**config.mk**
```make
export PLATFORM = sky130hd
export DESIGN_NAME = power_down_wake_control
export DESIGN_NICKNAME = d
export VERILOG_FILES = /design/src/include/pwr_pkg.sv /design/src/include/wake_if.sv /design/src/hdl/wake_pin_filter.sv /design/src/hdl/power_down_wake_control.sv
export SDC_FILE = /design/constraint.sdc
export NUM_CORES = 1
export LEC_CHECK = 0
export ABC_CLOCK_PERIOD_IN_PS = 2400
export BUFFER_PORTS_ARGS = -buffer_cell sky130_fd_sc_hd__buf_2
export CORE_MARGIN = 8
export CORE_UTILIZATION = 35
export CTS_CLUSTER_SIZE = 25
export DETAILED_ROUTE_END_ITERATION = 10
export GPL_TIMING_DRIVEN = 0
export PLACE_DENSITY = 0.7
export SYNTH_ARGS = -nofsm -noshare
export SYNTH_HDL_FRONTEND = slang
export SYNTH_SLANG_ARGS = --single-unit
```
**constraint.sdc**
```tcl
create_clock -name sys_clk -period 2.4 [get_ports sys_clk]
set_input_delay 0.12 -clock sys_clk [delete_from_list [all_inputs] [get_ports sys_clk]]
set_output_delay 0.12 -clock sys_clk [all_outputs]
set_load 0.02 [all_outputs]
```
**src/include/pwr_pkg.sv**
```systemverilog
// Shared constants and types for the power-down and wake control block.
`default_nettype none
package pwr_pkg;
	// Bus geometry and answers.
	localparam int          ADDR_W         = 12;
	localparam logic [1:0]  RESP_OKAY      = 2'h0;
	localparam logic [1:0]  RESP_SLVERR    = 2'h2;
	// Power control register: direct address kept as index, byte address is four times it.
	localparam logic [7:0]  POWER_CONTROL_INDEX = 8'h87;
	localparam logic [11:0] POWER_CONTROL_ADDR  = {2'h0, POWER_CONTROL_INDEX, 2'h0};
	localparam logic [11:0] INT_STATUS_ADDR     = 12'h000;
	localparam logic [11:0] INT_ENABLE_ADDR     = 12'h004;
	localparam logic [11:0] INT_CLEAR_ADDR      = 12'h008;
	localparam logic [11:0] MODE_STATUS_ADDR    = 12'h00C;
	// Power control field positions.
	localparam int SLEEP_BIT  = 0;
	localparam int PD_BIT     = 1;
	localparam int UF0_BIT    = 2;
	localparam int UF1_BIT    = 3;
	localparam int COLD_BIT   = 4;
	localparam int FRAME_BIT  = 6;
	localparam int BAUD_BIT   = 7;
	localparam logic [7:0] POWER_CONTROL_COLD_RESET = 8'h10;
	localparam logic [7:0] POWER_CONTROL_WRITE_MASK = 8'hDF;
	// Event bits of the interrupt status, enable and clear registers.
	localparam int EVENT_W     = 4;
	localparam int EV_PD_ENTER = 0;
	localparam int EV_IRQ_WAKE = 1;
	localparam int EV_RST_WAKE = 2;
	localparam int EV_IDLE_END = 3;
	// Pin filter depth.
	localparam int SYNC_STAGES = 3;
	typedef enum logic [2:0] {
		MODE_RUN, MODE_IDLE, MODE_STOPPED, MODE_WAKING, MODE_VECTOR
	} mode_t;
endpackage
`default_nettype wire

```
**src/include/wake_if.sv**
```systemverilog
// Filtered wake levels passed from the pin filter to the controller.
`default_nettype none
interface wake_if;
	logic [1:0] irq_low;
	logic       rst_level;
	modport producer (output irq_low, output rst_level);
	modport consumer (input irq_low, input rst_level);
endinterface
`default_nettype wire

```
**src/hdl/wake_pin_filter.sv**
```systemverilog
// Three-stage pin filter for the reset and external interrupt wake lines.
`default_nettype none
module wake_pin_filter #(
	parameter int WIDTH  = 3,
	parameter int STAGES = pwr_pkg::SYNC_STAGES
) (
	// Clock and reset.
	input  wire logic             sys_clk,
	input  wire logic             reset,
	// Raw active-high pin levels.
	input  wire logic [WIDTH-1:0] pin_active,
	// Filtered levels.
	wake_if.producer              wake
);
	import pwr_pkg::*;

	logic [WIDTH-1:0] s1_ff;
	logic [WIDTH-1:0] s2_ff;
	logic [WIDTH-1:0] s3_ff;
	logic [WIDTH-1:0] level_ff;
	logic [WIDTH-1:0] nxt_level;

	if (WIDTH != 3 || STAGES != 3) begin : g_check
		$error("wake_pin_filter serves three pins through three stages only");
	end

	// A change counts only once the second and third stages agree.
	assign nxt_level = (s2_ff == s3_ff) ? s3_ff : level_ff;

	always_ff @(posedge sys_clk) begin
		if (reset) begin
			s1_ff    <= 3'h0;
			s2_ff    <= 3'h0;
			s3_ff    <= 3'h0;
			level_ff <= 3'h0;
		end else begin
			s1_ff    <= pin_active;
			s2_ff    <= s1_ff;
			s3_ff    <= s2_ff;
			level_ff <= nxt_level;
		end
	end

	assign wake.irq_low   = level_ff[1:0];
	assign wake.rst_level = level_ff[2];
endmodule
`default_nettype wire

```
**src/hdl/power_down_wake_control.sv**
```systemverilog
// Power-down, idle and wake control with its AXI4-Lite register slave.
// How it works
// - Writing one to bit 1 of the power control register puts the device into power-down.
// - In power-down the oscillator halts and the core gets no further clock until wake-up.
// - Idle drives both strobes high, power-down drives them low, port 0 floats and port 2 addresses as tabled.
// - Power-down ends only by reset or a level-sensitive external interrupt zero or one.
// - An interrupt wakes only if enabled and above the priority of any interrupt in service.
// - The core clock returns only after the wake level ends; the outside holds it until the oscillator is stable.
// - An interrupt wake ends power-down when the core takes its forced jump to the service routine.
// - That interrupt exit clears the power-down bit so a later entry works.
// - After the service routine returns the core resumes after the entering instruction.
// - An external reset clears the power-down bit and all other power control bits except the cold start flag but leaves RAM alone.
// - The cold start flag in bit 4 is set by hardware on power-on.
// - Only power loss or a software write changes the cold start flag.
// - Bit 0 stops the core in idle; an enabled interrupt or a hardware reset clears it.
`default_nettype none
module power_down_wake_control (
	// Clock and power-on reset.
	input  wire logic                      sys_clk,
	input  wire logic                      reset,
	// AXI4-Lite write channels.
	input  wire logic                      s_axi_awvalid,
	output logic                           s_axi_awready,
	input  wire logic [pwr_pkg::ADDR_W-1:0] s_axi_awaddr,
	input  wire logic                      s_axi_wvalid,
	output logic                           s_axi_wready,
	input  wire logic [31:0]               s_axi_wdata,
	input  wire logic [3:0]                s_axi_wstrb,
	output logic                           s_axi_bvalid,
	input  wire logic                      s_axi_bready,
	output logic [1:0]                     s_axi_bresp,
	// AXI4-Lite read channels.
	input  wire logic                      s_axi_arvalid,
	output logic                           s_axi_arready,
	input  wire logic [pwr_pkg::ADDR_W-1:0] s_axi_araddr,
	output logic                           s_axi_rvalid,
	input  wire logic                      s_axi_rready,
	output logic [31:0]                    s_axi_rdata,
	output logic [1:0]                     s_axi_rresp,
	// Core side.
	input  wire logic                      core_ale,
	input  wire logic                      core_fetch_strobe,
	input  wire logic                      ext_prog_mem,
	input  wire logic [1:0]                irq_enable,
	input  wire logic [1:0]                irq_level_mode,
	input  wire logic [3:0]                irq_prio,
	input  wire logic                      isr_active,
	input  wire logic [1:0]                isr_prio,
	input  wire logic                      irq_taken,
	input  wire logic                      vector_ack,
	// Wake pins.
	input  wire logic                      ext_irq_zero_n,
	input  wire logic                      ext_irq_one_n,
	input  wire logic                      reset_pin,
	// Clock and reset control.
	output logic                           osc_enable,
	output logic                           core_clk_en,
	output logic                           warm_reset,
	output logic                           wake_vector_req,
	output logic                           wake_vector_sel,
	// Pin control.
	output logic                           ale_out,
	output logic                           program_fetch_strobe,
	output logic                           port0_float,
	output logic                           port2_addr_sel,
	// Serial configuration and interrupt.
	output logic                           baud_double_select,
	output logic                           framing_error_select,
	output logic                           irq
);
	import pwr_pkg::*;

	wake_if wake ();

	logic [11:0]        awaddr_ff;
	logic [31:0]        wdata_ff;
	logic               wstrb0_ff;
	logic               aw_got_ff;
	logic               w_got_ff;
	logic               awready_ff;
	logic               wready_ff;
	logic               bvalid_ff;
	logic [1:0]         bresp_ff;
	logic               arready_ff;
	logic               rvalid_ff;
	logic [31:0]        rdata_ff;
	logic [1:0]         rresp_ff;
	logic [7:0]         power_control_ff;
	logic [7:0]         nxt_power_control;
	mode_t              mode_ff;
	mode_t              nxt_mode;
	logic               src_rst_ff;
	logic               nxt_src_rst;
	logic               src_irq_ff;
	logic               nxt_src_irq;
	logic [EVENT_W-1:0] status_ff;
	logic [EVENT_W-1:0] enable_ff;
	logic [EVENT_W-1:0] events;
	logic [EVENT_W-1:0] clr_bits;
	logic [EVENT_W-1:0] nxt_status;
	logic               osc_ff;
	logic               clk_en_ff;
	logic               warm_ff;
	logic               vreq_ff;
	logic               vsel_ff;
	logic               ale_ff;
	logic               fetch_ff;
	logic               p0_float_ff;
	logic               p2_addr_ff;
	logic               irq_ff;

	wake_pin_filter #(.WIDTH(3), .STAGES(SYNC_STAGES)) u_filter (
		.sys_clk    (sys_clk),
		.reset      (reset),
		.pin_active ({reset_pin, ~ext_irq_one_n, ~ext_irq_zero_n}),
		.wake       (wake.producer)
	);

	function automatic logic is_mapped(input logic [11:0] a);
		logic [11:0] w;
		w = {a[11:2], 2'h0};
		return w == POWER_CONTROL_ADDR || w == INT_STATUS_ADDR || w == INT_ENABLE_ADDR ||
			w == INT_CLEAR_ADDR || w == MODE_STATUS_ADDR;
	endfunction

	function automatic logic may_wake(input logic en, input logic lvl,
		input logic [1:0] prio, input logic act, input logic [1:0] act_prio);
		return en && lvl && (!act || prio > act_prio);
	endfunction

	// Write path: address and data are taken in either order, then applied together.
	wire        aw_hs    = s_axi_awvalid && awready_ff;
	wire        w_hs     = s_axi_wvalid && wready_ff;
	wire        wr_fire  = aw_got_ff && w_got_ff && !bvalid_ff;
	wire [11:0] wr_word  = {awaddr_ff[11:2], 2'h0};
	wire        wr_ok    = is_mapped(awaddr_ff);
	wire        wr_power_control  = wr_fire && wr_word == POWER_CONTROL_ADDR && wstrb0_ff;
	wire        wr_en    = wr_fire && wr_word == INT_ENABLE_ADDR && wstrb0_ff;
	wire        wr_clr   = wr_fire && wr_word == INT_CLEAR_ADDR && wstrb0_ff;
	wire        nxt_awg  = (aw_got_ff || aw_hs) && !wr_fire;
	wire        nxt_wg   = (w_got_ff || w_hs) && !wr_fire;
	wire        nxt_bv   = wr_fire || (bvalid_ff && !s_axi_bready);
	// Read path.
	wire        ar_hs    = s_axi_arvalid && arready_ff;
	wire        nxt_rv   = ar_hs || (rvalid_ff && !s_axi_rready);
	wire [11:0] rd_word  = {s_axi_araddr[11:2], 2'h0};
	wire [31:0] rd_data  =
		rd_word == POWER_CONTROL_ADDR ? {24'h000000, power_control_ff} :
		rd_word == INT_STATUS_ADDR    ? {28'h0000000, status_ff} :
		rd_word == INT_ENABLE_ADDR    ? {28'h0000000, enable_ff} :
		rd_word == MODE_STATUS_ADDR   ? {27'h0000000, src_irq_ff, src_rst_ff, 3'(mode_ff)} :
		32'h00000000;

	// Wake qualification per interrupt line.
	wire q0 = may_wake(irq_enable[0], irq_level_mode[0], irq_prio[1:0], isr_active, isr_prio);
	wire q1 = may_wake(irq_enable[1], irq_level_mode[1], irq_prio[3:2], isr_active, isr_prio);
	wire w0 = q0 && wake.irq_low[0];
	wire w1 = q1 && wake.irq_low[1];
	wire rst_lv   = wake.rst_level;
	wire src_line = src_irq_ff ? wake.irq_low[1] : wake.irq_low[0];

	always_comb begin
		nxt_power_control    = power_control_ff;
		nxt_mode    = mode_ff;
		nxt_src_rst = src_rst_ff;
		nxt_src_irq = src_irq_ff;
		if (wr_power_control) begin
			nxt_power_control = wdata_ff[7:0] & POWER_CONTROL_WRITE_MASK;
		end
		case (mode_ff)
			MODE_RUN: begin
				if (nxt_power_control[PD_BIT]) begin
					nxt_mode = MODE_STOPPED;
				end else if (nxt_power_control[SLEEP_BIT]) begin
					nxt_mode = MODE_IDLE;
				end
			end
			MODE_IDLE: begin
				if (irq_taken) begin
					nxt_power_control[SLEEP_BIT] = 1'b0;
				end
				if (!nxt_power_control[SLEEP_BIT]) begin
					nxt_mode = MODE_RUN;
				end
			end
			MODE_STOPPED: begin
				// Only the reset line or a qualified interrupt level can leave this state.
				if (rst_lv) begin
					nxt_mode    = MODE_WAKING;
					nxt_src_rst = 1'b1;
				end else if (w0 || w1) begin
					nxt_mode    = MODE_WAKING;
					nxt_src_rst = 1'b0;
					nxt_src_irq = !w0;
				end
			end
			MODE_WAKING: begin
				// The oscillator runs but the core waits for the wake level to end.
				if (src_rst_ff && !rst_lv) begin
					nxt_mode = MODE_RUN;
				end else if (!src_rst_ff && !src_line) begin
					nxt_mode = MODE_VECTOR;
				end
			end
			MODE_VECTOR: begin
				if (vector_ack) begin
					nxt_mode           = MODE_RUN;
					nxt_power_control[PD_BIT]   = 1'b0;
				end
			end
			default: begin
				nxt_mode = MODE_RUN;
			end
		endcase
		// A reset line level re-initialises the register but never the cold start flag.
		if (rst_lv) begin
			nxt_power_control = {3'h0, power_control_ff[COLD_BIT], 4'h0};
			if (mode_ff != MODE_STOPPED && mode_ff != MODE_WAKING) begin
				nxt_mode = MODE_RUN;
			end
		end
	end

	assign events[EV_PD_ENTER] = mode_ff == MODE_RUN && nxt_mode == MODE_STOPPED;
	assign events[EV_IRQ_WAKE] = mode_ff == MODE_VECTOR && nxt_mode == MODE_RUN;
	assign events[EV_RST_WAKE] = mode_ff == MODE_WAKING && nxt_mode == MODE_RUN;
	assign events[EV_IDLE_END] = mode_ff == MODE_IDLE && nxt_mode == MODE_RUN;
	assign clr_bits   = wr_clr ? wdata_ff[EVENT_W-1:0] : 4'h0;
	// A new event in the clearing cycle stays set.
	assign nxt_status = (status_ff & ~clr_bits) | events;

	always_ff @(posedge sys_clk) begin
		if (reset) begin
			awaddr_ff  <= 12'h000;
			wdata_ff   <= 32'h00000000;
			wstrb0_ff  <= 1'b0;
			aw_got_ff  <= 1'b0;
			w_got_ff   <= 1'b0;
			awready_ff <= 1'b0;
			wready_ff  <= 1'b0;
			bvalid_ff  <= 1'b0;
			bresp_ff   <= RESP_OKAY;
			arready_ff <= 1'b0;
			rvalid_ff  <= 1'b0;
			rdata_ff   <= 32'h00000000;
			rresp_ff   <= RESP_OKAY;
		end else begin
			if (aw_hs) awaddr_ff <= s_axi_awaddr;
			if (w_hs) begin
				wdata_ff  <= s_axi_wdata;
				wstrb0_ff <= s_axi_wstrb[0];
			end
			aw_got_ff  <= nxt_awg;
			w_got_ff   <= nxt_wg;
			awready_ff <= !nxt_awg;
			wready_ff  <= !nxt_wg;
			bvalid_ff  <= nxt_bv;
			if (wr_fire) bresp_ff <= wr_ok ? RESP_OKAY : RESP_SLVERR;
			arready_ff <= !nxt_rv;
			rvalid_ff  <= nxt_rv;
			if (ar_hs) begin
				rdata_ff <= rd_data;
				rresp_ff <= is_mapped(s_axi_araddr) ? RESP_OKAY : RESP_SLVERR;
			end
		end
	end

	always_ff @(posedge sys_clk) begin
		if (reset) begin
			power_control_ff    <= POWER_CONTROL_COLD_RESET;
			mode_ff    <= MODE_RUN;
			src_rst_ff <= 1'b0;
			src_irq_ff <= 1'b0;
			status_ff  <= 4'h0;
			enable_ff  <= 4'h0;
			irq_ff     <= 1'b0;
		end else begin
			power_control_ff    <= nxt_power_control;
			mode_ff    <= nxt_mode;
			src_rst_ff <= nxt_src_rst;
			src_irq_ff <= nxt_src_irq;
			status_ff  <= nxt_status;
			if (wr_en) enable_ff <= wdata_ff[EVENT_W-1:0];
			irq_ff     <= |(nxt_status & (wr_en ? wdata_ff[EVENT_W-1:0] : enable_ff));
		end
	end

	// Pin and clock outputs follow the next mode so they change with it.
	always_ff @(posedge sys_clk) begin
		if (reset) begin
			osc_ff      <= 1'b1;
			clk_en_ff   <= 1'b1;
			warm_ff     <= 1'b0;
			vreq_ff     <= 1'b0;
			vsel_ff     <= 1'b0;
			ale_ff      <= 1'b0;
			fetch_ff    <= 1'b0;
			p0_float_ff <= 1'b0;
			p2_addr_ff  <= 1'b0;
		end else begin
			osc_ff      <= nxt_mode != MODE_STOPPED;
			clk_en_ff   <= nxt_mode == MODE_RUN || nxt_mode == MODE_VECTOR;
			warm_ff     <= rst_lv;
			vreq_ff     <= nxt_mode == MODE_VECTOR;
			vsel_ff     <= nxt_src_irq;
			ale_ff      <= nxt_mode == MODE_IDLE ? 1'b1 :
				(nxt_mode == MODE_STOPPED || nxt_mode == MODE_WAKING) ? 1'b0 : core_ale;
			fetch_ff    <= nxt_mode == MODE_IDLE ? 1'b1 :
				(nxt_mode == MODE_STOPPED || nxt_mode == MODE_WAKING) ? 1'b0 :
				core_fetch_strobe;
			p0_float_ff <= ext_prog_mem && (nxt_mode == MODE_IDLE ||
				nxt_mode == MODE_STOPPED || nxt_mode == MODE_WAKING);
			p2_addr_ff  <= ext_prog_mem && nxt_mode == MODE_IDLE;
		end
	end

	assign s_axi_awready        = awready_ff;
	assign s_axi_wready         = wready_ff;
	assign s_axi_bvalid         = bvalid_ff;
	assign s_axi_bresp          = bresp_ff;
	assign s_axi_arready        = arready_ff;
	assign s_axi_rvalid         = rvalid_ff;
	assign s_axi_rdata          = rdata_ff;
	assign s_axi_rresp          = rresp_ff;
	assign osc_enable           = osc_ff;
	assign core_clk_en          = clk_en_ff;
	assign warm_reset           = warm_ff;
	assign wake_vector_req      = vreq_ff;
	assign wake_vector_sel      = vsel_ff;
	assign ale_out              = ale_ff;
	assign program_fetch_strobe = fetch_ff;
	assign port0_float          = p0_float_ff;
	assign port2_addr_sel       = p2_addr_ff;
	assign baud_double_select   = power_control_ff[BAUD_BIT];
	assign framing_error_select = power_control_ff[FRAME_BIT];
	assign irq                  = irq_ff;
endmodule
`default_nettype wire

```
# ---- After elaboration in Yosys (flattened, before gate mapping)
# Cells that the tools add are included.
dict set report word_totals {
  ff_bits 105
  inputBits 86
  word_cells 167
}
dict set report classes {
  order_cmp 2
  eq_ne 20
  muxes 32
  bitwise_logic 7
  n_reduce_logical 72
}
# operator n
set ops {}
lappend ops {{equality test 10 x 2 -> 1 bit (second input constant)} 4}
lappend ops {{logical AND 1 bit} 30}
lappend ops {{two-way mux 3 bit} 10}
lappend ops {{equality test 10 x 1 -> 1 bit (second input constant)} 2}
lappend ops {{equality test 10 x 8 -> 1 bit (second input constant)} 2}
lappend ops {{logical NOT 10 bit} 2}
lappend ops {{logical OR 1 bit} 19}
lappend ops {{two-way mux 5 bit} 3}
lappend ops {{one-hot mux 3 bit (5 select lines)} 1}
lappend ops {{equality test 3 x 2 -> 1 bit (second input constant)} 4}
lappend ops {{logical NOT 1 bit} 12}
lappend ops {{logical NOT 12 bit} 1}
lappend ops {{two-way mux 1 bit} 12}
lappend ops {{inequality test 3 x 2 -> 1 bit (second input constant)} 3}
lappend ops {{bitwise AND 4 bit} 2}
lappend ops {{two-way mux 4 bit} 2}
lappend ops {{two-way mux 8 bit} 1}
lappend ops {{equality test 3 x 1 -> 1 bit (second input constant)} 2}
lappend ops {{equality test 3 bit (second input constant)} 2}
lappend ops {{logical NOT 3 bit} 2}
lappend ops {{two-way mux 2 bit} 3}
lappend ops {{> comparator 2 bit} 2}
lappend ops {{inverter 4 bit} 1}
lappend ops {{bitwise OR 4 bit} 1}
lappend ops {{7 further kinds} 10}

# ---- Logic depth before layout (Yosys ltp)
dict set report depth {
  depth_word 16
  ltp_mapped 9
  depth_no_buf 9
}

# ---- Modules after synthesis
# Synthesis repeated with hierarchy kept, for this count alone.
dict set report hier_totals {
  hier_cells 391
  hier_area_um2 3363.2
}
# mod instances cells_each area_each_um2 seq_area_each_um2
set modules_own_cells {}
lappend modules_own_cells {power_down_wake_control 1 354 2959.1 1261.2}
lappend modules_own_cells {wake_pin_filter 1 37 404.1 240.2}

# ---- Worst setup path before layout
# No wires, ideal clock.
dict set report synth_path {
  path_kind {input to register}
  from {in isr_prio[1]}
  to {reg irq_ff, in the netlist irq}
  setup_ns 0.074
  t_arrival_ns 1.792
  required_ns 2.326
  setup_slack_ns 0.534
  stages 9
  path_buffers 0
  path_cell_list {inv_1 > ha_1 > nor2b_1 > o21ai_1 > a21oi_1 > o311ai_0 > and2_1 > o211ai_2 > a31oi_1}
}
dict set report synth_between {
  elab_chain_cells 15
  word_cells_on_any_way 23
  classes_between {2 x order compare; 1 x eq/ne; 5 x mux; 2 x bitwise; 13 x reduce/logical}
}
# element line
set synth_rtl {}
lappend synth_rtl {{start: declaration} power_down_wake_control.sv:48} ;# input wire logic [1:0] isr_prio,
lappend synth_rtl {{> comparator 2 bit} power_down_wake_control.sv:128} ;# return en && lvl && (!act || prio > act_prio);
lappend synth_rtl {{logical OR 1 bit} power_down_wake_control.sv:128}
lappend synth_rtl {{logical AND 1 bit} power_down_wake_control.sv:128}
lappend synth_rtl {{logical AND 1 bit, on equally long branches} {power_down_wake_control.sv:157, power_down_wake_control.sv:158}}
lappend synth_rtl {{logical OR 1 bit (*)} power_down_wake_control.sv:191} ;# end else if (w0 || w1) begin
lappend synth_rtl {{two-way mux 3 bit (*)} power_down_wake_control.sv:191}
lappend synth_rtl {{two-way mux 3 bit (*)} power_down_wake_control.sv:188} ;# if (rst_lv) begin
lappend synth_rtl {{one-hot mux 3 bit (5 select lines) (*)} power_down_wake_control.sv:170} ;# case (mode_ff)
lappend synth_rtl {{two-way mux 3 bit} power_down_wake_control.sv:218} ;# if (mode_ff != MODE_STOPPED && mode_ff != MODE_WAKING) begin
lappend synth_rtl {{two-way mux 3 bit (*)} power_down_wake_control.sv:216} ;# if (rst_lv) begin
lappend synth_rtl {{equality test 3 x 2 -> 1 bit or logical NOT 3 bit (tied branches)} -}
lappend synth_rtl {{logical AND 1 bit, on equally long branches} -}
lappend synth_rtl {{bitwise OR 4 bit (*)} power_down_wake_control.sv:230} ;# assign nxt_status = (status_ff & ~clr_bits) | events;
lappend synth_rtl {{bitwise AND 4 bit (*)} power_down_wake_control.sv:284} ;# irq_ff <= |(nxt_status & (wr_en ? wdata_ff[EVENT_W-1:0] : enable_ff));
lappend synth_rtl {{OR reduction 4 bit (*)} power_down_wake_control.sv:284}
lappend synth_rtl {{end signal: assignment} power_down_wake_control.sv:284}
lappend synth_rtl {{end: declaration} power_down_wake_control.sv:110} ;# logic irq_ff;
# Mark *: on every way between the ends. The rest lies on a longest branch, timed or not.
# A chain may end at the register's enable or synchronous reset.

# ---- Worst setup path after layout
dict set report layout_path {
  from {reg awaddr_ff[7]}
  to {reg irq_ff, in the netlist irq}
}
dict set report layout_between {
  elab_chain_cells 15
  word_cells_on_any_way 31
  classes_between {4 x eq/ne; 11 x mux; 4 x bitwise; 12 x reduce/logical}
}
# element line
set layout_rtl {}
lappend layout_rtl {{start: declaration} power_down_wake_control.sv:75} ;# logic [11:0] awaddr_ff;
lappend layout_rtl {{start signal: assignment} power_down_wake_control.sv:248} ;# if (aw_hs) awaddr_ff <= s_axi_awaddr;
lappend layout_rtl {{equality test 10 x 8 -> 1 bit} power_down_wake_control.sv:137} ;# wire wr_power_control = wr_fire && wr_word == POWER_CONTROL_ADDR && wstrb0_ff;
lappend layout_rtl {{logical AND 1 bit (2 in series)} power_down_wake_control.sv:137}
lappend layout_rtl {{two-way mux 2 bit} power_down_wake_control.sv:167} ;# if (wr_power_control) begin
lappend layout_rtl {{two-way mux 1 bit} power_down_wake_control.sv:179} ;# if (irq_taken) begin
lappend layout_rtl {{two-way mux 1 bit} power_down_wake_control.sv:170}
lappend layout_rtl {{two-way mux 3 bit} power_down_wake_control.sv:182} ;# if (!nxt_power_control[SLEEP_BIT]) begin
lappend layout_rtl {{one-hot mux 3 bit (5 select lines)} power_down_wake_control.sv:170}
lappend layout_rtl {{two-way mux 3 bit} power_down_wake_control.sv:218}
lappend layout_rtl {{two-way mux 3 bit} power_down_wake_control.sv:216}
lappend layout_rtl {{equality test 3 x 2 -> 1 bit or logical NOT 3 bit (tied branches)} -}
lappend layout_rtl {{logical AND 1 bit, on equally long branches} -}
lappend layout_rtl {{bitwise OR 4 bit} power_down_wake_control.sv:230}
lappend layout_rtl {{bitwise AND 4 bit (*)} power_down_wake_control.sv:284}
lappend layout_rtl {{OR reduction 4 bit (*)} power_down_wake_control.sv:284}
# Mark *: on every way between the ends. The rest lies on a longest branch, timed or not. The select of a mux whose other input is x is not followed.

==> key figures <==
Die
  • Initial Util: a little over a third
  • Die X: 114 um
  • Core area: between 9000 and 10000 um^2
  • Die H: 114 um
  • Die area: approximately 13000 um^2
  • Row count: 35
  • IO Pins: 139

Synthesis
  • Predominant post-synthesis flop cell: dfxtp_1
  • Post-Syn Instances: 390
  • Synth async-reset ratio: 0%
  • Netlist Area Pre-Place: 3350 um^2
  • Warnings from Yosys: 0
  • Count of different cell masters after synthesis: 57
  • Register area share after synthesis: about 45%
  • #FFs+latches synth: 75
  • Yosys top cell area share: 44.8%
  • Post-synth EDFFs: 0
  • Synth top area cells: dfxtp_1, buf_4, nand2_1
  • Syn avg cell area: 8.60 um^2
  • Post-synth top area cell: dfxtp_1

Finish
  • Register area: between 1500 and 2000 um^2
  • Nets@finish: between 600 and 700
  • # diodes: 0
  • Area growth from synthesis to layout: 30.4%
  • Fillers: between 900 and 1000
  • Post-route insts no fill: around 650
  • Footprint of the multi-input gates: 1640 um^2
  • Fin util: 47.1%
  • Share of cells above drive strength 1: between 20% and 30%

Pwr
  • Leak: 1.97 nW
  • Peak VDD IR: 0.247 mV
  • Power per cell area: ~630 nW/um^2

Worst setup path
  • CP required: ~2.6 ns
  • CP arrival: approximately 2.5 ns
  • Reg-to-reg startpoint: awaddr_ff[7]
  • FF-to-FF path depth: 7
  • Crit path kind: reg2reg
  • Slowest stage delay, CP: 0.36 ns
  • Crit path buf inv count: 0
  • R2R setup slack: 0.18 ns
  • Family with the most delay on the worst path: simple AND/OR/NAND/NOR gates
  • Slowest-stage cell, CP: nor4_4
  • Cell Chain, Critical Path: nor4_4 > nand4_2 > and3_4 > o31ai_2 > and3_4 > o211ai_2 > a31oi_1
  • Worst Setup SP: awaddr_ff[7]
  • Most common cell on crit path: and3_4
  • CP Max Fanout: 4
  • Startpoint Class: flip-flop
  • Worst setup EP type: flip-flop
  • RR Endpoint: irq

Timing
  • Final worst slack: 0.185 ns
  • Max Slew Vio Count: 0
  • Unrepaired setup endpoints after global routing: no
  • Min cycle time layout: roughly 2.2 ns
  • Setup TNS: 0 ns
  • Max Freq: 451 MHz
  • Worst rel slew slack: 42.7%
  • Final Hold Viols: 0
  • Setup violators final: 0
  • Measured slew at the worst slew-check pin: about 0.85 ns
  • Clock Skew: 0.0101 ns
  • Final worst-path cycle share: 92.3%

Global routing
  • Gr usage total: between 10% and 20%
  • Number of global-route vias before repair: 3002
  • Largest net degree at the start of global routing: 13
  • First-pass GRT wire length: between 10000 and 15000 um
  • Initial antenna violation count: 0
  • Congestion Overflow GR: 0

Placement
  • Pre-CTS WS: 0.147 ns
  • Placed insts: 622
  • Buffers added on ports: between 70 and 80
  • Final HPWL DP: roughly 6700 um
  • GPL Wtd Cong: 0.863

Clock tree
  • H-Tree Depth: 3
  • CTS Buf Count: 9
  • Clk slew on worst S/H paths: 0.08 ns
  • CTS Root Cell: clkbuf_8
  • Setup Fix Bufs, Post-CTS: 0
  • Clk_lat worst skew: 0.35 ns
  • Hold-fix buffers, CTS: 14
  • Clock buffer depth: 2
  • Post-CTS Resized: 0
  • CTS tree: done
  • Clock sinks: between 70 and 80

Hold path
  • Worst hold path startpoint: s_axi_awaddr[10]
  • Hold path endpoint: awaddr_ff[10]
  • Hold depth: 3
  • Hold Crit Class: in2reg

Route
  • Routed vias/inst: 4.67
  • Total number of vias: 3046
  • Avg WL per Cell: about 13 um
  • Iter 0 DRT Violations: 151
  • DRC errors left: 0
  • Drt pass-1 iters: 4
  • Post-Route WL: 8670 um
  • ANT nets after route: 0

Status
  • Outcome: complete, no violations

Run
  • Max Cap Viol: 0
## synth_stat cells, drive strengths merged (3+ instances only)
| cell type | instances |
|---|---|
| nor2b | 11 |
| nor3 | 7 |
| and2 | 4 |
| mux2i | 16 |
| o21a | 3 |
| or2 | 4 |
| o21ai | 7 |
| nor4b | 3 |
| nand3 | 14 |
| nand2 | 58 |
| nor2 | 50 |
| buf | 33 |
| a21oi | 34 |
| a221oi | 5 |
| nand4 | 3 |
| inv | 6 |
| clkbuf | 12 |
| dfxtp | 75 |
| ha | 4 |
| a211oi | 8 |
## cells by family after synthesis
logic type,Yosys count,share of synthesized area (%)
and+or+nand+nor,168,24.7
DFF,75,44.8
AOI/OAI and AO/OA,72,14.1
buffers and inverters,51,9.25
muxes,16,4.78
adders and majority gates,4,1.49
xor gates and xnor gates,3,0.784
other,1,0.112
## sequential cells by signal (all words and copies together) (netlist names), 3 cells and up
| name | count |
|---|---|
| awaddr_ff | 10 |
| power_control_ff | 7 |
| s_axi_rdata | 7 |
| wdata_ff | 7 |
| enable_ff | 4 |
| status_ff | 4 |
| mode_ff | 3 |
| u_filter.level_ff | 3 |
| u_filter.s1_ff | 3 |
| u_filter.s2_ff | 3 |
| u_filter.s3_ff | 3 |
## how the worst max path moves through the flow
| stage | endpoint | slack [ns] | cells after the start |
|---|---|---|---|
| detailed placement | irq | 0.15 | 10 |
| global route | irq | 0.03 | 8 |
| CTS | irq | 0.19 | 8 |
| finish | irq | 0.18 | 7 |
| global placement | irq | 0.16 | 10 |
| floorplan | irq | 0.53 | 9 |
## routing by layer
metal | part of all wire [%] | track usage, % | up-vias
met5 | 0 | 0 | -
met2 | 46 | 22.4 | 115
met3 | 8.6 | 3.43 | 15
met1 | 43 | 14.7 | 1373
li1 | - | - | 1543
met4 | 2.5 | 7.28 | 0
## power by group
| part | switching (mW) | internal (mW) |
|---|---|---|
| Sequential | 0.0255 | 1.28 |
| Clock | 0.454 | 0.695 |
| Combinational | 0.177 | 0.137 |
## worst min-delay path: cells and delay by family
kind | cells | cell delay [ns]
buffers and inverters | 1 | 0.10
AND/OR/NAND/NOR | 1 | 0.04
AO/OA/AOI/OAI | 1 | 0.05
## placed cells by master, fill, tap and decap left out, types with 2 or more instances in the layout
cell,netlist,layout
o21a_1,3,3
nor2b_1,11,11
o22ai_1,2,2
nand2_1,58,58
nor4b_1,3,3
mux2i_1,16,16
and3_4,2,2
clkbuf_8,0,9
bufinv_16,0,3
a21oi_1,33,33
buf_2,2,79
dfxtp_1,75,75
and4b_1,2,2
o21ai_0,6,6
nand4_1,2,2
conb_1,1,27
dlygate4sd3_1,0,14
xor2_1,2,2
a211oi_1,8,8
and2_1,3,3
ha_1,4,4
buf_4,29,29
nor2_1,49,49
or2_2,3,3
inv_1,6,6
nand3_1,14,14
a221oi_1,5,5
clkbuf_1,12,15
nand3b_1,2,2
nor3_1,7,7
## area by class of cell
cell class / instances / share of cell area (%)
Clock inverter: 4 / 2.26
Sequential cell: 75 / 34.3
Multi-Input combinational cell: 290 / 37.5
Clock buffer: 12 / 3.09
Inverter: 6 / 0.515
Buffer: 45 / 6.58
Timing Repair Buffer: 91 / 12.0
Tap cell: 129 / 3.69
## through the flow
stage	hold WS (ns)	power (mW)	instance area, um^2
after floorplan	0.187	1.54	3450
after detailed placement	0.277	1.63	4000
after global placement	0.274	1.62	4000
after global routing	0.0115	2.88	4370
final	0.0164	2.77	4370
after CTS	0.00224	2.80	4370
Power figures use the tool's default switching activity.
